### config.mk
export PLATFORM = sky130hd
export DESIGN_NAME = acpi_dual_rail_sequencer
export DESIGN_NICKNAME = d
export VERILOG_FILES = /design/src/hw/seq_pkg.sv /design/src/hw/acpi_dual_rail_sequencer.sv /design/src/hw/seq_sync.sv /design/src/hw/seq_deglitch.sv
export VERILOG_INCLUDE_DIRS = /design/src /design/src/hw
export SDC_FILE = /design/constraint.sdc
export NUM_CORES = 1
export LEC_CHECK = 0
export CORE_UTILIZATION = 61
export CTS_BUF_LIST = sky130_fd_sc_hd__clkbuf_4 sky130_fd_sc_hd__clkbuf_8
export DETAILED_ROUTE_END_ITERATION = 16
export DONT_BUFFER_PORTS = 1
export PLACE_DENSITY = 0.77
export SKIP_LAST_GASP = 1
export SYNTH_ARGS = -nofsm -noshare
export SYNTH_HDL_FRONTEND = slang
export SYNTH_HIERARCHICAL = 1
export SYNTH_SLANG_ARGS = --single-unit
### constraint.sdc
create_clock -name CLK_SYS -period 5.9 [get_ports CLK_SYS]
set_input_delay 0.295 -clock CLK_SYS [delete_from_list [all_inputs] [get_ports CLK_SYS]]
set_output_delay 0.295 -clock CLK_SYS [all_outputs]
set_load 0.1 [all_outputs]
### src/hw/seq_cfg.svh
// constants of the dual-rail sleep sequencer: timing and filter figures
// assumes a 100 MHz system clock
`ifndef SEQ_CFG_SVH
`define SEQ_CFG_SVH
`define CLK_PERIOD_NS 10
`define DEGLITCH_NS 2000
`define DEGLITCH_CYC ((`DEGLITCH_NS + `CLK_PERIOD_NS - 1) / `CLK_PERIOD_NS)
`define SLEEP_DELAY_US 200
`define SLEEP_DELAY_CYC ((`SLEEP_DELAY_US * 1000) / `CLK_PERIOD_NS)
`define GAP_MS 3
`define GAP_CYC ((`GAP_MS * 1000000) / `CLK_PERIOD_NS)
`define WAKE_MS 25
`define WAKE_CYC ((`WAKE_MS * 1000000) / `CLK_PERIOD_NS)
`endif

### src/hw/seq_pkg.sv
// types of the dual-rail sleep sequencer
// no assumptions beyond a SystemVerilog tool
package seq_pkg;
    typedef enum logic [1:0] {PW_ACTIVE, PW_S3, PW_S5} pstate_t;
    typedef enum logic [2:0] {SS_IDLE, SS_RAMP1, SS_GAP, SS_RAMP2, SS_DONE} ss_t;
    typedef struct packed {
        logic uv_dual_3v3_output;
        logic uv_dual_5v_output;
        logic uv_1v5;
        logic uv_1v2;
        logic uv_main;
    } uv_t;
    typedef struct packed {
        logic dual_3v3_on;
        logic dual_5v_on;
        logic standby_1v5_on;
        logic id_1v2_on;
    } rails_t;
endpackage

### src/hw/acpi_dual_rail_sequencer.sv
// sleep-state decoder, soft-start sequencer and fault logic of a dual-rail controller
// comparator results arrive as asynchronous levels; RESETN is the bias power-on reset
`timescale 1ns/100ps
`include "seq_cfg.svh"
// How it works
// RULE1 - active or S3: both dual outputs on
// RULE2 - soft-off: 3.3V on, 5V per variant
// RULE3 - illegal pin pair holds previous state
// RULE4 - no direct S3 to soft-off moves
// RULE5 - filter sleep pins against 2us glitches
// RULE6 - suspend request fall starts 200us delay
// RULE7 - after delay: soft-off request picks S5
// RULE8 - reset release starts first soft-start
// RULE9 - first ramp top: monitor, 3ms wait
// RULE10 - second ramp top: all monitors enabled
// RULE11 - 1.2V output only in active state
// RULE12 - active power-up waits 25ms after main
// RULE13 - standby rails start without the 25ms wait
// RULE14 - timer end: 1.2V start, gate release
// RULE15 - fault high on any undervoltage
// RULE16 - external pass undervoltage flags only
// RULE17 - on-chip pass undervoltage latches that rail
// RULE18 - soft-start held low: all off, clear
// RULE19 - early standby undervoltage latches whole chip
// RULE20 - 140C flags fault, 155C latches shutdown
// RULE21 - main loss while active forces S5
// RULE22 - forced S5 left by recovery, reset, SS
// RULE23 - 5V standby switch on in S3
// RULE24 - comparators synchronised, delays counted
module acpi_dual_rail_sequencer #(
    parameter bit VARIANT_A = 1'b0,
    parameter int DEGLITCH_CYC = `DEGLITCH_CYC,
    parameter int SLEEP_CYC = `SLEEP_DELAY_CYC,
    parameter int GAP_CYC = `GAP_CYC,
    parameter int WAKE_CYC = `WAKE_CYC
) (
    input wire logic CLK_SYS,
    input wire logic RESETN,
    input wire logic SLEEP_S3_N,
    input wire logic SLEEP_S5_N,
    input wire seq_pkg::uv_t UV_IN,
    input wire logic SS_TOP,
    input wire logic SS_SHUTDOWN,
    input wire logic TEMP_WARN,
    input wire logic TEMP_SHUTDOWN,
    output logic SS_RAMP_EN,
    output seq_pkg::rails_t RAILS,
    output logic STANDBY_3V3_PASS_DRIVE,
    output logic STANDBY_5V_SWITCH_DRIVE,
    output logic DUAL_SWITCH_GATE_RELEASE,
    output logic [4:0] UV_MON_EN,
    output logic FAULT,
    output seq_pkg::pstate_t PSTATE
);
    localparam int SW = $clog2(SLEEP_CYC + 1);
    localparam int GW = $clog2(GAP_CYC + 1);
    localparam int WW = $clog2(WAKE_CYC + 1);
    localparam int NS = 10;

    // sync of all asynchronous levels
    logic [NS-1:0] raw_a;
    logic [NS-1:0] raw_s;
    assign raw_a = {SLEEP_S3_N, SLEEP_S5_N, UV_IN, SS_TOP, SS_SHUTDOWN, TEMP_WARN};
    seq_sync #(.W(NS)) u_sync ( // RULE24
        .clk(CLK_SYS),
        .rst_n(RESETN),
        .d(raw_a),
        .q(raw_s)
    );
    logic hot_s;
    seq_sync #(.W(1)) u_sync_hot (
        .clk(CLK_SYS),
        .rst_n(RESETN),
        .d(TEMP_SHUTDOWN),
        .q(hot_s)
    );
    seq_pkg::uv_t uv;
    logic ss_top, ss_low, warm;
    assign uv = raw_s[7:3];
    assign ss_top = raw_s[2];
    assign ss_low = raw_s[1];
    assign warm = raw_s[0];

    logic s3_n, s5_n;
    seq_deglitch #(.CYC(DEGLITCH_CYC)) u_dg3 ( // RULE5
        .clk(CLK_SYS),
        .rst_n(RESETN),
        .d(raw_s[9]),
        .q(s3_n)
    );
    seq_deglitch #(.CYC(DEGLITCH_CYC)) u_dg5 ( // RULE5
        .clk(CLK_SYS),
        .rst_n(RESETN),
        .d(raw_s[8]),
        .q(s5_n)
    );

    // strap of power-up pin state, caught after release
    logic boot_q, wake_pend_q;
    always_ff @(posedge CLK_SYS or negedge RESETN) begin
        if (!RESETN) begin
            boot_q <= 1'b1;
        end else begin
            boot_q <= 1'b0;
        end
    end

    // latches: whole-chip off and per-rail off
    logic chip_off_q, hot_off_q, early_q;
    logic [1:0] rail_off_q;
    seq_pkg::ss_t ss_q;
    seq_pkg::pstate_t st_q;
    logic forced_q;
    logic main_ok_q;
    assign early_q = (ss_q != seq_pkg::SS_DONE);
    // chip-wide latch armed until the first soft-start after bias reset completes
    logic first_ss_q;
    always_ff @(posedge CLK_SYS or negedge RESETN) begin
        if (!RESETN) begin
            first_ss_q <= 1'b1;
        end else if (ss_q == seq_pkg::SS_DONE) begin
            first_ss_q <= 1'b0;
        end
    end
    always_ff @(posedge CLK_SYS or negedge RESETN) begin
        if (!RESETN) begin
            chip_off_q <= 1'b0;
            hot_off_q <= 1'b0;
        end else begin
            if (hot_s)
                hot_off_q <= 1'b1; // RULE20
            if (first_ss_q && early_q && ss_q != seq_pkg::SS_IDLE && !ss_low
                && ((uv.uv_dual_3v3_output && UV_MON_EN[4]) || (uv.uv_1v5 && UV_MON_EN[2])))
                chip_off_q <= 1'b1; // RULE19
        end
    end
    // on-chip regulators: 1.5V standby (bit0), 1.2V id (bit1)
    always_ff @(posedge CLK_SYS or negedge RESETN) begin
        if (!RESETN) begin
            rail_off_q <= 2'h0;
        end else if (ss_low) begin
            rail_off_q <= 2'h0; // RULE18
        end else if (!early_q) begin
            if (uv.uv_1v5 && UV_MON_EN[2])
                rail_off_q[0] <= 1'b1; // RULE17
            if (uv.uv_1v2 && UV_MON_EN[1] && RAILS.id_1v2_on)
                rail_off_q[1] <= 1'b1; // RULE17
        end
    end

    // soft-start sequencer
    logic [GW-1:0] gap_q;
    always_ff @(posedge CLK_SYS or negedge RESETN) begin
        if (!RESETN) begin
            ss_q <= seq_pkg::SS_IDLE;
            gap_q <= '0;
        end else if (ss_low || chip_off_q || hot_off_q) begin
            ss_q <= seq_pkg::SS_IDLE; // RULE18
            gap_q <= '0;
        end else begin
            case (ss_q)
                seq_pkg::SS_IDLE: ss_q <= seq_pkg::SS_RAMP1; // RULE8
                seq_pkg::SS_RAMP1: begin
                    if (ss_top) begin
                        ss_q <= seq_pkg::SS_GAP; // RULE9
                        gap_q <= '0;
                    end
                end
                seq_pkg::SS_GAP: begin
                    if (!ss_top && gap_q >= GW'(GAP_CYC - 1))
                        ss_q <= seq_pkg::SS_RAMP2; // RULE9
                    else if (gap_q < GW'(GAP_CYC - 1))
                        gap_q <= gap_q + 1'b1;
                end
                seq_pkg::SS_RAMP2: if (ss_top) ss_q <= seq_pkg::SS_DONE; // RULE10
                default: ss_q <= seq_pkg::SS_DONE; // RULE10
            endcase
        end
    end
    assign SS_RAMP_EN = (ss_q == seq_pkg::SS_RAMP1) || (ss_q == seq_pkg::SS_RAMP2);

    // monitor enables: {dual_3v3_output,dual_5v_output,1v5,1v2,main}
    always_ff @(posedge CLK_SYS or negedge RESETN) begin
        if (!RESETN) begin
            UV_MON_EN <= 5'h00;
        end else if (ss_q == seq_pkg::SS_IDLE) begin
            UV_MON_EN <= 5'h00;
        end else if (ss_q == seq_pkg::SS_GAP || ss_q == seq_pkg::SS_RAMP2) begin
            UV_MON_EN <= 5'h14; // RULE9
        end else if (ss_q == seq_pkg::SS_DONE) begin
            UV_MON_EN <= 5'h1F; // RULE10
        end
    end

    // main input good after 25ms; the wake timer gates active-only outputs
    logic [WW-1:0] wake_q;
    always_ff @(posedge CLK_SYS or negedge RESETN) begin
        if (!RESETN) begin
            wake_q <= '0;
            main_ok_q <= 1'b0;
        end else if (uv.uv_main || ss_low) begin
            wake_q <= '0;
            main_ok_q <= 1'b0;
        end else if (wake_q == WW'(WAKE_CYC - 1)) begin
            main_ok_q <= 1'b1; // RULE12
        end else begin
            wake_q <= wake_q + 1'b1;
        end
    end
    always_ff @(posedge CLK_SYS or negedge RESETN) begin
        if (!RESETN) begin
            wake_pend_q <= 1'b0;
        end else if (boot_q) begin
            wake_pend_q <= s3_n && s5_n; // RULE12
        end else if (main_ok_q) begin
            wake_pend_q <= 1'b0;
        end
    end

    // power state machine
    logic [SW-1:0] dly_q;
    logic dly_run_q;
    logic s3_n_d1_q;
    always_ff @(posedge CLK_SYS or negedge RESETN) begin
        if (!RESETN) begin
            s3_n_d1_q <= 1'b1;
        end else begin
            s3_n_d1_q <= s3_n;
        end
    end
    always_ff @(posedge CLK_SYS or negedge RESETN) begin
        if (!RESETN) begin
            st_q <= seq_pkg::PW_ACTIVE;
            forced_q <= 1'b0;
            dly_q <= '0;
            dly_run_q <= 1'b0;
        end else if (ss_low) begin
            forced_q <= 1'b0; // RULE22
            dly_run_q <= 1'b0;
        end else if (st_q == seq_pkg::PW_ACTIVE && main_ok_q && uv.uv_main) begin
            st_q <= seq_pkg::PW_S5; // RULE21
            forced_q <= 1'b1;
            dly_run_q <= 1'b0;
        end else if (forced_q) begin
            if (!uv.uv_main)
                forced_q <= 1'b0; // RULE22
        end else begin
            case (st_q)
                seq_pkg::PW_ACTIVE: begin
                    if (s3_n_d1_q && !s3_n) begin
                        dly_run_q <= 1'b1; // RULE6
                        dly_q <= '0;
                    end else if (dly_run_q && s3_n) begin
                        dly_run_q <= 1'b0;
                    end else if (dly_run_q && dly_q == SW'(SLEEP_CYC - 1)) begin
                        dly_run_q <= 1'b0;
                        st_q <= s5_n ? seq_pkg::PW_S3 : seq_pkg::PW_S5; // RULE7
                    end else if (dly_run_q) begin
                        dly_q <= dly_q + 1'b1;
                    end
                end
                // sleep states only return to active, never to each other
                default: begin
                    if (s3_n && s5_n)
                        st_q <= seq_pkg::PW_ACTIVE; // RULE4
                    // forbidden pair (s5 low, s3 high) falls through: state kept
                    else
                        st_q <= st_q; // RULE3
                end
            endcase
        end
    end
    assign PSTATE = st_q;

    // outputs
    logic all_off, active_ok, in_s5;
    assign all_off = ss_low || chip_off_q || hot_off_q || ss_q == seq_pkg::SS_IDLE;
    assign active_ok = st_q == seq_pkg::PW_ACTIVE && !forced_q && !wake_pend_q && main_ok_q;
    assign in_s5 = st_q == seq_pkg::PW_S5;
    always_ff @(posedge CLK_SYS or negedge RESETN) begin
        if (!RESETN) begin
            RAILS <= '0;
            STANDBY_3V3_PASS_DRIVE <= 1'b0;
            STANDBY_5V_SWITCH_DRIVE <= 1'b0;
            DUAL_SWITCH_GATE_RELEASE <= 1'b0;
        end else if (all_off) begin
            RAILS <= '0; // RULE18
            STANDBY_3V3_PASS_DRIVE <= 1'b0;
            STANDBY_5V_SWITCH_DRIVE <= 1'b0;
            DUAL_SWITCH_GATE_RELEASE <= 1'b0;
        end else begin
            RAILS.dual_3v3_on <= 1'b1; // RULE13
            RAILS.standby_1v5_on <= !rail_off_q[0]; // RULE13
            RAILS.dual_5v_on <= !(in_s5 && !VARIANT_A) // RULE2
                && (active_ok || st_q != seq_pkg::PW_ACTIVE); // RULE1
            RAILS.id_1v2_on <= active_ok && !rail_off_q[1]; // RULE11 RULE14
            STANDBY_3V3_PASS_DRIVE <= !active_ok;
            STANDBY_5V_SWITCH_DRIVE <= st_q == seq_pkg::PW_S3 || (in_s5 && VARIANT_A); // RULE23
            DUAL_SWITCH_GATE_RELEASE <= active_ok; // RULE14
        end
    end

    // 1.2V and main monitors count only while those rails should be up
    seq_pkg::uv_t uv_live;
    always_comb begin
        uv_live = uv;
        uv_live.uv_1v2 = uv.uv_1v2 && RAILS.id_1v2_on;
        uv_live.uv_main = uv.uv_main && main_ok_q && st_q == seq_pkg::PW_ACTIVE;
    end
    // fault: any monitored undervoltage, heat, chip-off and forced-S5 latches; SS low forces it low
    always_ff @(posedge CLK_SYS or negedge RESETN) begin
        if (!RESETN) begin
            FAULT <= 1'b0;
        end else if (ss_low) begin
            FAULT <= 1'b0; // RULE18
        end else begin
            FAULT <= |(uv_live & UV_MON_EN) || warm || hot_s || hot_off_q
                || chip_off_q || forced_q; // RULE15 RULE16 RULE20
        end
    end

    AST_SSLOW_OFF: assert property (@(posedge CLK_SYS) disable iff (!RESETN)
        ss_low |=> (RAILS == '0) && !FAULT) // RULE18
        else $error("outputs not off with soft-start held low");
    AST_HOT: assert property (@(posedge CLK_SYS) disable iff (!RESETN)
        hot_off_q |=> RAILS == '0) // RULE20
        else $error("rails on after thermal shutdown");
    AST_ID_ACTIVE: assert property (@(posedge CLK_SYS) disable iff (!RESETN)
        RAILS.id_1v2_on |-> $past(st_q) == seq_pkg::PW_ACTIVE) // RULE11
        else $error("1.2V on outside active state");
    AST_NO_S3S5: assert property (@(posedge CLK_SYS) disable iff (!RESETN)
        st_q == seq_pkg::PW_S3 |=> st_q != seq_pkg::PW_S5) // RULE4
        else $error("direct S3 to S5 move");
    AST_NO_S5S3: assert property (@(posedge CLK_SYS) disable iff (!RESETN)
        st_q == seq_pkg::PW_S5 |=> st_q != seq_pkg::PW_S3) // RULE4
        else $error("direct S5 to S3 move");
    AST_GATE_ID: assert property (@(posedge CLK_SYS) disable iff (!RESETN)
        $rose(DUAL_SWITCH_GATE_RELEASE) |-> active_ok || $past(active_ok)) // RULE14
        else $error("gate released outside active");
    AST_SLEEP_DLY: assert property (@(posedge CLK_SYS) disable iff (!RESETN)
        $changed(st_q) && $past(st_q) == seq_pkg::PW_ACTIVE && !forced_q
        |-> $past(dly_run_q)) // RULE6
        else $error("sleep entered without delay");
    AST_S5_5V: assert property (@(posedge CLK_SYS) disable iff (!RESETN)
        in_s5 && !VARIANT_A && !all_off |=> !RAILS.dual_5v_on) // RULE2
        else $error("5V dual on in soft-off");
    AST_FORCED: assert property (@(posedge CLK_SYS) disable iff (!RESETN)
        forced_q && !ss_low |=> FAULT || ss_low) // RULE21
        else $error("forced S5 without fault");
    AST_RAIL_LATCH: assert property (@(posedge CLK_SYS) disable iff (!RESETN)
        rail_off_q[1] |=> !RAILS.id_1v2_on) // RULE17
        else $error("1.2V rail on while latched off");
    AST_WAKE_WAIT: assert property (@(posedge CLK_SYS) disable iff (!RESETN)
        $rose(DUAL_SWITCH_GATE_RELEASE) |-> $past(main_ok_q)) // RULE12
        else $error("gate released before main input settled");
    COV_S3: cover property (@(posedge CLK_SYS) st_q == seq_pkg::PW_S3);
    COV_S5: cover property (@(posedge CLK_SYS) in_s5 && !forced_q);
    COV_WAKE: cover property (@(posedge CLK_SYS) $rose(DUAL_SWITCH_GATE_RELEASE));
    COV_DONE: cover property (@(posedge CLK_SYS) ss_q == seq_pkg::SS_DONE);
endmodule

### src/hw/seq_sync.sv
// two-flop synchroniser for a bus of asynchronous comparator levels
// assumes levels stay stable for several clock periods
`timescale 1ns/100ps
module seq_sync #(
    parameter int W = 1
) (
    input wire logic clk,
    input wire logic rst_n,
    input wire logic [W-1:0] d,
    output logic [W-1:0] q
);
    logic [W-1:0] m_q;
    always_ff @(posedge clk or negedge rst_n) begin
        if (!rst_n) begin
            m_q <= '0;
            q <= '0;
        end else begin
            m_q <= d;
            q <= m_q;
        end
    end
endmodule

### src/hw/seq_deglitch.sv
// glitch filter: output follows input only after a stable run
// input already synchronised; pins idle high so reset value is high
`timescale 1ns/100ps
module seq_deglitch #(
    parameter int CYC = 200
) (
    input wire logic clk,
    input wire logic rst_n,
    input wire logic d,
    output logic q
);
    logic [$clog2(CYC+1)-1:0] cnt_q;
    always_ff @(posedge clk or negedge rst_n) begin
        if (!rst_n) begin
            cnt_q <= '0;
            q <= 1'b1;
        end else if (d == q) begin
            cnt_q <= '0;
        end else if (cnt_q == ($clog2(CYC+1))'(CYC - 1)) begin
            cnt_q <= '0;
            q <= d;
        end else begin
            cnt_q <= cnt_q + 1'b1;
        end
    end
endmodule

## After elaboration in Yosys (flattened, before gate mapping)

Index checks and enable logic that the tools add are counted.

- Memory bits (read-only): 0
- Logic and storage cells: 197
- Bits in writable memories: 0
- Output and inout bits: 16
- Latch bits: 0
- Register bits: 125
- Input port bits: 13
- Memories: 0

- Magnitude comparators: 2
- Multiply operators: 0
- Shifts and indexed selects: 0
- Mux-type cells: 55
- Add/subtract/negate cells: 5
- Bitwise gates (word level): 6
- Eq/ne operators: 27
- Divide/modulo/power cells: 0
- Reduce and logical (&&, ||, !) cells: 69

Operators by type and width:

| operator | count |
|---|---|
| $mux 19 | 4 |
| $mux 15 | 4 |
| $mux 22 | 2 |
| $pmux 19 s2 | 1 |
| $mux 8 | 4 |
| $logic_and 1x1->1 | 23 |
| $add 22x1->22 const B | 1 |
| $eq 22x22->1 const B | 1 |
| $mux 1 | 21 |
| $mux 2 | 10 |
| $add 19x1->19 const B | 1 |
| $ge 19x19->1 const B | 1 |
| $lt 19x19->1 const B | 1 |
| $add 8x1->8 const B | 2 |
| $eq 8x8->1 const B | 2 |
| $add 15x1->15 const B | 1 |
| $eq 15x15->1 const B | 1 |
| $mux 5 | 3 |
| $reduce_bool 3->1 | 5 |
| $logic_or 1x1->1 | 13 |
| $mux 3 | 4 |
| $ne 3x3->1 const B | 4 |
| $pmux 3 s4 | 1 |
| $reduce_bool 2->1 | 6 |
| 23 further kinds | 48 |

## Logic depth before layout (Yosys ltp)

Gate-level depths: netlist of run 1.

- Depth in word-level cells: 10
- Gate-level depth with buffers: 7
- Gate-level depth less buffers: 6

## By module

The synthesis of run 1 kept the hierarchy.

Modules (own cells, without submodules):

| module | instances | cells an instance | seq. area each (µm²) | area each (µm²) |
|---|---|---|---|---|
| acpi_dual_rail_sequencer | 1 | 462 | 2055.7 | 4320.4 |
| seq_deglitch | 2 | 42 | 226.5 | 452.9 |
| seq_sync (u_sync) | 1 | 20 | 500.5 | 500.5 |
| seq_sync (u_sync_hot) | 1 | 2 | 50.0 | 50.0 |

## Worst setup path before layout of run 1

OpenSTA, ideal clock, no wires.

- Kind: reg-to-output
- From: register ss_q[0]
- To: output port SS_RAMP_EN
- Setup slack: 3585 ps
- Path buffers: 1
- Arrival: 2020 ps
- Data required time: 5605 ps
- Stages on the path, launching flop included: 3
- Path through: dfrtp_1 > clkbuf_1 > nor2b_1

- Cells in the longest elaborated chain, start to end: 2
- Elaborated cells between the ends (all ways): 3

RTL lines:

| what | RTL line | text |
|---|---|---|
| start: declaration | acpi_dual_rail_sequencer.sv:111 | `seq_pkg::ss_t ss_q;` |
| start signal: assignment | acpi_dual_rail_sequencer.sv:155 | `ss_q <= seq_pkg::SS_IDLE;` |
| start signal: assignment | acpi_dual_rail_sequencer.sv:158 | `ss_q <= seq_pkg::SS_IDLE;` |
| start signal: assignment | acpi_dual_rail_sequencer.sv:162 | `seq_pkg::SS_IDLE: ss_q <= seq_pkg::SS_RAMP1;` |
| $eq 3x1->1 / $eq 3x2->1 (equally long branches) | acpi_dual_rail_sequencer.sv:180 | `assign SS_RAMP_EN = (ss_q == seq_pkg::SS_RAMP1) \|\| (ss_q == seq_pkg::SS_RAMP2);` |
| $logic_or 1x1->1 * | acpi_dual_rail_sequencer.sv:180 |  |
| end: declaration | acpi_dual_rail_sequencer.sv:46 | `output logic SS_RAMP_EN,` |

Mark *: on every way between the ends. The rest lies on a longest branch, timed or not.

## Worst setup path in the final report of run 1

- From: register st_q[0], in the netlist PSTATE[0]
- To: register dly_q[14]

- Cells in the longest elaborated chain, start to end: 5

RTL lines:

| what | RTL line | text |
|---|---|---|
| start: declaration | acpi_dual_rail_sequencer.sv:112 | `seq_pkg::pstate_t st_q;` |
| start signal: assignment | acpi_dual_rail_sequencer.sv:233 | `st_q <= seq_pkg::PW_ACTIVE;` |
| start signal: assignment | acpi_dual_rail_sequencer.sv:241 | `st_q <= seq_pkg::PW_S5;` |
| start signal: assignment | acpi_dual_rail_sequencer.sv:257 | `st_q <= s5_n ? seq_pkg::PW_S3 : seq_pkg::PW_S5;` |
| $logic_not 2->1 * | acpi_dual_rail_sequencer.sv:240, acpi_dual_rail_sequencer.sv:248 |  |
| $logic_and 1x1->1 (2 in a row) | acpi_dual_rail_sequencer.sv:240 | `end else if (st_q == seq_pkg::PW_ACTIVE && main_ok_q && uv.uv_main) begin` |
| $not 1->1 (no line) | -- |  |
| $reduce_and 7->1 (no line) * | -- |  |
| end signal: assignment | acpi_dual_rail_sequencer.sv:259 | `dly_q <= dly_q + 1'b1;` |
| end: declaration | acpi_dual_rail_sequencer.sv:221 | `logic [SW-1:0] dly_q;` |

Marks and branches as above.
A chain may end at the register's enable or synchronous reset.

==> results.cfg, run 1 <==
[synth]
yosysSeqAreaShare_pct = 53.0
yosysTopAreaCellShare_pct = 50.7
yosys.area_share.adder_pct = 1.52
synth-simple-area-share_pct = 21.7
ys.flop_type = dfrtp_1
synthMuxAreaShare_pct = 1.65
synth_xor_area_share_pct = 4.25
ys_seq_elements = 122
netlist_instances = 568
synth_top_family_by_area = simple AND/OR/NAND/NOR gates
synth_area_sq_um = 5780
yosys.area.top_type = dfrtp_1
synth_area_leaders = dfrtp_1, nor2_1, o21ai_0
yosys_warnings = 6
synth-compound-area-share_pct = 14.5
synth-edff-count = 0
syn-mean-instance-area_sq_um = 10.2
syn-num-nets = 588
synth_cell_type_count = 64
async_reset_ff_share_pct = 100

[cts]
clk_latency_ns = 0.43
cts_buffers = 17
cts.sinks = 122
cts_tree = yes
cts_root_buf = clkbuf_8
h-tree-depth = 4
postCtsSetupBuffers = 0
postCtsHoldBufs = 13
cts.path.max_buffers = 2
ctsResizeCount = 0
path_clk_slew_ns = 0.08

[grt]
grt_pass1_wl_um = 19400
grt_overflow = 0
grt_max_degree = 123
grt_pass1_vias = 4093
antenna_found_initial = 0
grtUsageTotal_pct = 25.1

[sta]
clock.fmax_mhz = 394
setup_slack_ns = 3.36
setup-tns-final_ns = 0
hold_viol_final = 0
timing.slew.headroom_pct = 21.8
rsz0062_at_grt = false
fin_crit_sh_pct = 43.0
finalMaxSlewViolations = 0
hold_slack_ns = 0.353
finClkSkew_ns = 0.0113
setup_violations = 0
finalCriticalPeriod_ns = 2.54
max_slew.worst_pin.slew_ns = 1.17

[floorplan]
die_h_um = 99.3
die-area_sq_um = 9860
core-area_sq_um = 9200
die_x_um = 99.3
initial_core_util_pct = 62.8
boundaryPins = 29
rows = 35

[placed_design]
globalplace.congestion = 0.842
dp_hpwl_um = 7310
port_buffers = 0
place_area_sq_um = 5830
dp_slack_ns = 3.39

[run]
maxCapViolations = 0

[min_path]
holdPathStages = 0
min_from = u_sync/m_q[1]
hold_path.class = flop to flop
min_to = u_sync/q[1]

[finish]
fillers = 682
final_cell_area_sq_um = 6370
syn_to_final_growth_pct = 10.2
final_util_pct = 69.2
drive_gt1_share_pct = 11.3
final_nets = 601
diodes = 0

[drt]
wl_um = 11200
top_layer_used = met4
viasPerCell = 6.21
dr.pass1.iters = 5
drt_iter0_drc = 291
remaining_drc_errors = 0
drt-met1-wl_um = 5190
vias = 4375
detail_route.wl_per_cell_um = 15.9
postRouteAntennaNets = 0
wl_met3_um = 520
dr_wl_met2_um = 5320

[worst_setup_path]
reg2reg_to = dly_q[14]
setup.worst_path.end_class = flop
start_kind = flop
path_max_fanout = 12
cp.required_ns = 6.24
path_class = flop to flop
cp.arrival_ns = 2.88
rr_worst_depth = 5
r2r_setup_slack_ns = 3.36
worstSetupStartpoint = PSTATE[0]
regToRegStartpoint = PSTATE[0]

[run_status]
status = completed

[power]
p_leak_uw = 0.00263
vdd_drop_max_mv = 0.225
p_per_area_nw_per_um2 = 257
-- worst max-delay path by stage --
stage | cells after the start | slack, ns | endpoint
floorplan | 2 | 3.59 | SS_RAMP_EN
global placement | 5 | 3.49 | dly_q[14]
detailed placement | 5 | 3.39 | dly_q[14]
CTS | 5 | 3.38 | dly_q[14]
global route | 5 | 3.22 | dly_q[12]
finish | 5 | 3.36 | dly_q[14]
-- state kept, by name, indices dropped and copies added, names as in the netlist, 2 cells and up --
| name | count |
|---|---|
| RAILS | 4 |
| dly_q | 15 |
| u_sync/q | 10 |
| ss_q | 3 |
| wake_q | 22 |
| UV_MON_EN | 2 |
| u_sync/m_q | 10 |
| PSTATE | 2 |
| u_dg3/cnt_q | 8 |
| gap_q | 19 |
| rail_off_q | 2 |
| u_dg5/cnt_q | 8 |
-- area by class of cell --
cell class / count / area (sq um) / share of cell area, %
tap: 111 / 139 / 2.18
sequential: 122 / 3060 / 48.1
inverter: 21 / 78.8 / 1.24
multi-input combinational: 403 / 2520 / 39.7
timing repair buffer: 16 / 170 / 2.67
clock inverter: 15 / 159 / 2.50
clock buffer: 17 / 234 / 3.67
-- power breakdown --
group          switching [uW]  leakage [uW]  internal (uW)  total, uW
registers                13.4       0.00162            848        861
logic                    26.9      0.000811           14.6       41.4
clock network             382      0.000197            351        733
total                     422       0.00263           1210       1640
-- cells in the final DEF, fill, tap and decap left out, types with 3 or more instances in the layout --
cell type      count
dfrtp_1          115
nor2_1            60
o21ai_0           37
nand2_1           33
nand3_1           28
a31oi_1           28
or3_1             25
a21oi_1           25
inv_1             21
nand4_1           18
clkbuf_8          17
xor2_1            16
nor3_1            14
xnor2_1           12
dlygate4sd3_1     12
nand2b_1          10
nor4_1             8
ha_1               7
or2_2              5
and3_1             5
mux2i_1            5
dfstp_2            5
inv_8              5
and4_1             4
mux2_2             4
o2111ai_1          4
a41oi_1            3
nor4b_1            3
inv_6              3
clkinv_4           3
buf_4              3
-- logic make-up after synthesis --
| family | count (synthesis) |
|---|---|
| and+or+nand+nor | 234 |
| AOI/OAI and AO/OA | 124 |
| xor gates and xnor gates | 28 |
| DFF | 122 |
| buffers and inverters | 43 |
| other | 1 |
| muxes | 9 |
| adders and majority gates | 7 |
-- critical path, stage by stage, from the launching register on --
cell       delay, ns
dfrtp_1         0.78
a211o_1         0.54
nor3_4          0.23
o2111ai_2       0.32
or3_1           0.42
a21oi_1         0.17
-- per-layer routing --
layer / vias to the layer above / track usage [%]
met5: - / 0
met4: 0 / 8.94
met3: 14 / 6.18
met2: 97 / 37.5
met1: 2168 / 35.9
li1: 2096 / -
-- cells in the mapped netlist (12+ instances only) --
| cell type | count |
|---|---|
| nand4_1 | 18 |
| inv_1 | 21 |
| nor3_1 | 14 |
| xnor2_1 | 12 |
| a21oi_1 | 25 |
| clkbuf_1 | 13 |
| nand2_1 | 33 |
| o21ai_0 | 37 |
| nand3_1 | 28 |
| nor2_1 | 60 |
| dfrtp_1 | 117 |
| xor2_1 | 16 |
| or3_1 | 25 |
| a31oi_1 | 28 |
-- stage by stage --
step	total power [uW]	instances
2_1_floorplan	891	568
3_3_place_gp	895	660
3_5_place_dp	896	660
4_1_cts	1650	705
5_1_grt	1710	705
6_report	1640	705
(Power assumes the default switching activity.)
==> run 2: changes to the inputs <==
- clock period: 5.9 -> 2.6 ns (I/O delays scaled with it)
==> results.cfg, run 2 (synthesis gave the netlist of run 1 again) <==
[run_status]
status = finished, violations left
violations = hold timing

[finish]
diodes = 0
mostFrequentLayoutCells = dfrtp_1, nor2_1, o21ai_0
ff_latch_area_sq_um = 3060
final_cell_area_sq_um = 6400
fillers = 693
drive_gt1_share_pct = 12.3
top_register = wake_q
syn_to_final_growth_pct = 10.7
largest_reg_flops = 22
top_regs = wake_q (22), gap_q (19), dly_q (15)
multi_input_area_sq_um = 2520
layout_commonest_cell = dfrtp_1
final_nets = 607

[sta]
finalCriticalPeriod_ns = 2.16
timing.slew.headroom_pct = 38.1
setup-tns-final_ns = 0
fin_crit_sh_pct = 83.1
max_slew.worst_pin.slew_ns = 0.929
clock.fmax_mhz = 463
finClkSkew_ns = 0.00890
rsz0062_at_grt = false
setup_violations = 0
finalMaxSlewViolations = 0
hold_viol_final = 122
hold_slack_ns = -0.619

[cts]
cts_buffers = 17
cts.sinks = 122
cts.path.max_buffers = 2
postCtsHoldBufs = 11
h-tree-depth = 4
clk_latency_ns = 0.44
path_clk_slew_ns = 0.08
cts_root_buf = clkbuf_8
postCtsSetupBuffers = 0
cts_tree = yes

[worst_setup_path]
cp_top_family = simple AND/OR/NAND/NOR gates
crit_slowest_cell = or4_1
cp.arrival_ns = 2.49
path_cells = ha_1, nand4_1, or4_1, o2111ai_1, xor2_1, nor2_1
start_kind = flop
critPathMaxStageDelay_ns = 0.65
path_class = flop to flop
critPathBufInv = 0
cp.required_ns = 2.93
path_max_fanout = 6
setup.worst_path.end_class = flop

[floorplan]
rows = 35
initial_core_util_pct = 62.8
boundaryPins = 29
core-area_sq_um = 9200
die-area_sq_um = 9860
die_h_um = 99.3
die_x_um = 99.3

[grt]
grtUsageTotal_pct = 25.5
grt_pass1_wl_um = 19600
antenna_found_initial = 0
grt_overflow = 0
grt_pass1_vias = 4232
grt_max_degree = 123

[power]
vdd_drop_max_mv = 0.537
p_leak_uw = 0.00265
sw_frac_of_total_pct = 23.4
clkPwrFrac_pct = 45.4
switching_power_uw = 864
p_per_area_nw_per_um2 = 576
comb_power_share_pct = 1.5
pwr-share-seq_pct = 53.1
internal-power_uw = 2820

[drt]
dr.pass1.iters = 5
viasPerCell = 6.15
detail_route.wl_per_cell_um = 15.8
drt_iter0_drc = 176
wl_um = 11200
postRouteAntennaNets = 0
remaining_drc_errors = 0
vias = 4373

[min_path]
hold_path.class = input pin to async pin

[placed_design]
place_area_sq_um = 5890
port_buffers = 0
dp_hpwl_um = 7350
globalplace.congestion = 0.857

[run]
maxCapViolations = 0
run 2: cell types whose count changed in the layout (fill, tap and decap cells not counted), sizes merged:
| cell | change |
|---|---|
| inv | -2 |
| buf | +7 |
| dlygate4sd3 | -1 |
| bufinv | +1 |
| clkinvlp | +1 |
run 2: area by class of cell:
cell class,instances,area share (%)
repair buffers,22,3.01
well taps,111,2.17
inverters,21,1.23
clock inverters,15,2.58
multi-input cells,403,39.5
clock buffers,17,3.66
flip-flops and latches,122,47.9
run 2: per-layer routing:
| layer | track usage, % | routed length [um] | vias up |
|---|---|---|---|
| li1 | - | - | 2110 |
| met3 | 5.90 | 575 | 28 |
| met2 | 40.9 | 5390 | 123 |
| met1 | 33.7 | 4970 | 2112 |
| met4 | 10.9 | 269 | 0 |
| met5 | 0 | 0 | - |
run 2: worst paths after layout:
| path | endpoint | from | slack [ns] | cells after the start |
|---|---|---|---|---|
| max in group asynchronous | u_dg5/q | RESETN | 2.91 | 0 |
| setup reg to reg | wake_q[11] | wake_q[0] | 0.44 | 6 |
| min in group CLK_SYS | u_sync/m_q[7] | UV_IN[4] | 0.24 | 1 |
| setup / recovery | wake_q[11] | wake_q[0] | 0.44 | 6 |
| hold / removal | u_dg5/cnt_q[3] | RESETN | -0.62 | 0 |
| hold reg to reg | u_sync/q[8] | u_sync/m_q[8] | 0.35 | 0 |
run 2: through the flow:
stage	std cells	worst slack (ns)	utilization, %	power, uW	hold WS [ns]
floorplan	568	0.303	-	2020	-0.166
global placement	668	0.583	64.0	2030	-0.161
detailed placement	668	0.473	64.0	2040	-0.162
CTS	711	0.443	69.6	3720	-0.638
global route	711	0.284	69.6	3820	-0.640
finish	711	0.440	69.6	3690	-0.619
run 2: power by group through the flow:
| stage | combinational (uW) | sequential, uW | clock [uW] |
|---|---|---|---|
| finish | 55.5 | 1960 | 1680 |
| global route | 63.1 | 1960 | 1790 |
| CTS | 55.7 | 1960 | 1710 |
| detailed placement | 42.4 | 1990 | 0 |
| global placement | 40.8 | 1990 | 0 |
| floorplan | 37.0 | 1980 | 0 |
run 2: repair_timing:
action	CTS	global route
hold endpoints to repair	133	122
endpoints found under the setup margin	0	0
resized for setup	0	0
==> run 3: changes to the inputs <==
- clock period: 2.6 -> 2.05 ns (I/O delays scaled with it)
==> results.cfg, run 3 (synthesis gave the netlist of run 1 again) <==
[sta]
max_slew.worst_pin.slew_ns = 0.815
clock.fmax_mhz = 507
rsz0062_at_grt = true
finalCriticalPeriod_ns = 1.97
finalMaxSlewViolations = 0
hold_viol_final = 122
timing.slew.headroom_pct = 46.1
finClkSkew_ns = 0.0146
fin_crit_sh_pct = 96.2
hold_slack_ns = -0.653
setup_violations = 0

[cts]
h-tree-depth = 4
cts.path.max_buffers = 2
path_clk_slew_ns = 0.08
cts_tree = yes
clk_latency_ns = 0.44
cts.sinks = 122
postCtsHoldBufs = 11
cts_root_buf = clkbuf_8
cts_buffers = 17

[power]
vdd_drop_max_mv = 0.690
p_leak_uw = 0.00282
finalPower_uw = 4970
p_per_area_nw_per_um2 = 741

[grt]
busiest_layer = met2
grtUsageTotal_pct = 25.2
grt_overflow = 0
grt_max_degree = 123
grt_pass1_vias = 4244
met1_usage_pct = 31.1
antenna_found_initial = 0
grt_use_met2_pct = 41.8
grt_pass1_wl_um = 19300
use_met3_pct = 6.18

[drt]
remaining_drc_errors = 0
vias = 4512
dr.pass1.iters = 5
postRouteAntennaNets = 0
detail_route.wl_per_cell_um = 16.0
wl_um = 11800
viasPerCell = 6.12
drt_iter0_drc = 312

[floorplan]
rows = 35
die_x_um = 99.3
boundaryPins = 29
die-area_sq_um = 9860
die_h_um = 99.3
core-area_sq_um = 9200
initial_core_util_pct = 62.8

[worst_setup_path]
path_class = flop to flop
setup.worst_path.end_class = flop
cp.arrival_ns = 2.30
cp.required_ns = 2.38
path_max_fanout = 5
start_kind = flop
critPathBufInv = 1
cp_top_family = simple AND/OR/NAND/NOR gates
crit_slowest_cell = nor4b_2
critPathMaxStageDelay_ns = 0.48
path_cells = nor4b_2, a41oi_4, buf_4, o21ai_1, mux2_2

[finish]
final_util_pct = 72.9
final_nets = 634
diodes = 0
top_regs = wake_q (22), gap_q (19), dly_q (15)
mostFrequentLayoutCells = dfrtp_1, nor2_1, buf_4
syn_to_final_growth_pct = 16.0
top_register = wake_q
fin_cells = 737
layout_commonest_cell = dfrtp_1
largest_reg_flops = 22
drive_gt1_share_pct = 16.6

[min_path]
hold_path.class = input pin to async pin

[placed_design]
port_buffers = 0
globalplace.congestion = 0.917
dp_hpwl_um = 7560
dp_cells = 693

[run]
maxCapViolations = 0

[run_status]
status = finished, violations left
violations = hold timing
## run 3: cell types whose count changed in the layout (fill, tap and decap cells not counted), sizes merged
cell / before / now
bufinv: 2 / 4
clkinv: 4 / 3
clkbuf: 17 / 21
clkinvlp: 3 / 1
buf: 11 / 38
inv: 27 / 23
## run 3: final timing paths
| check | slack (ns) | to | cells after the start | startpoint |
|---|---|---|---|---|
| setup / recovery | 0.08 | dly_q[0] | 5 | dly_q[5] |
| hold / removal | -0.65 | dly_q[4] | 0 | RESETN |
| setup reg to reg | 0.08 | dly_q[0] | 5 | dly_q[5] |
| hold reg to reg | 0.35 | u_sync/q[6] | 0 | u_sync/m_q[6] |
| max in group asynchronous | 2.48 | first_ss_q | 0 | RESETN |
| min in group CLK_SYS | 0.21 | u_sync/m_q[2] | 1 | SS_TOP |
## run 3: what timing repair did
item                                   CTS  global route
buffers inserted                         0             2
setup endpoints to repair                0            14
endpoints found under the hold margin  133           122
gates resized for setup                  0             7
## run 3: cell type report
cell class | instances | area [sq um]
Clock buffer | 21 | 283
Clock inverter | 10 | 164
Fill cell | 622 | 2490
Inverter | 21 | 78.8
Multi-Input combinational cell | 403 | 2560
Sequential cell | 122 | 3070
Tap cell | 111 | 139
Timing Repair Buffer | 49 | 408
## run 3: per-stage QoR
step / area [sq um] / TNS (ns) / setup slack, ns
2_1_floorplan: 5780 / -0.00116 / -0.000594
3_3_place_gp: 6090 / 0 / 0.124
3_5_place_dp: 6090 / 0 / 0.0382
4_1_cts: 6650 / 0 / 0.0219
5_1_grt: 6700 / -0.0448 / -0.0190
6_report: 6700 / 0 / 0.0770
## run 3: worst register-to-register path: stages (launching register included)
cell     delay [ns]
dfrtp_1        0.43
nor4b_2        0.48
a41oi_4        0.21
buf_4          0.19
o21ai_1        0.20
mux2_2         0.36
## run 3: where the power goes
group	internal (uW)	switching, uW	leakage (uW)
registers	2440	27.0	0.00162
clock network	1430	965	0.000226
logic	46.3	51.0	0.000981
## run 3: metal layers
metal	up-vias	share of wire (%)
met5	-	0
met3	32	4.5
met4	0	2.4
met2	128	50
met1	2198	43
li1	2154	-
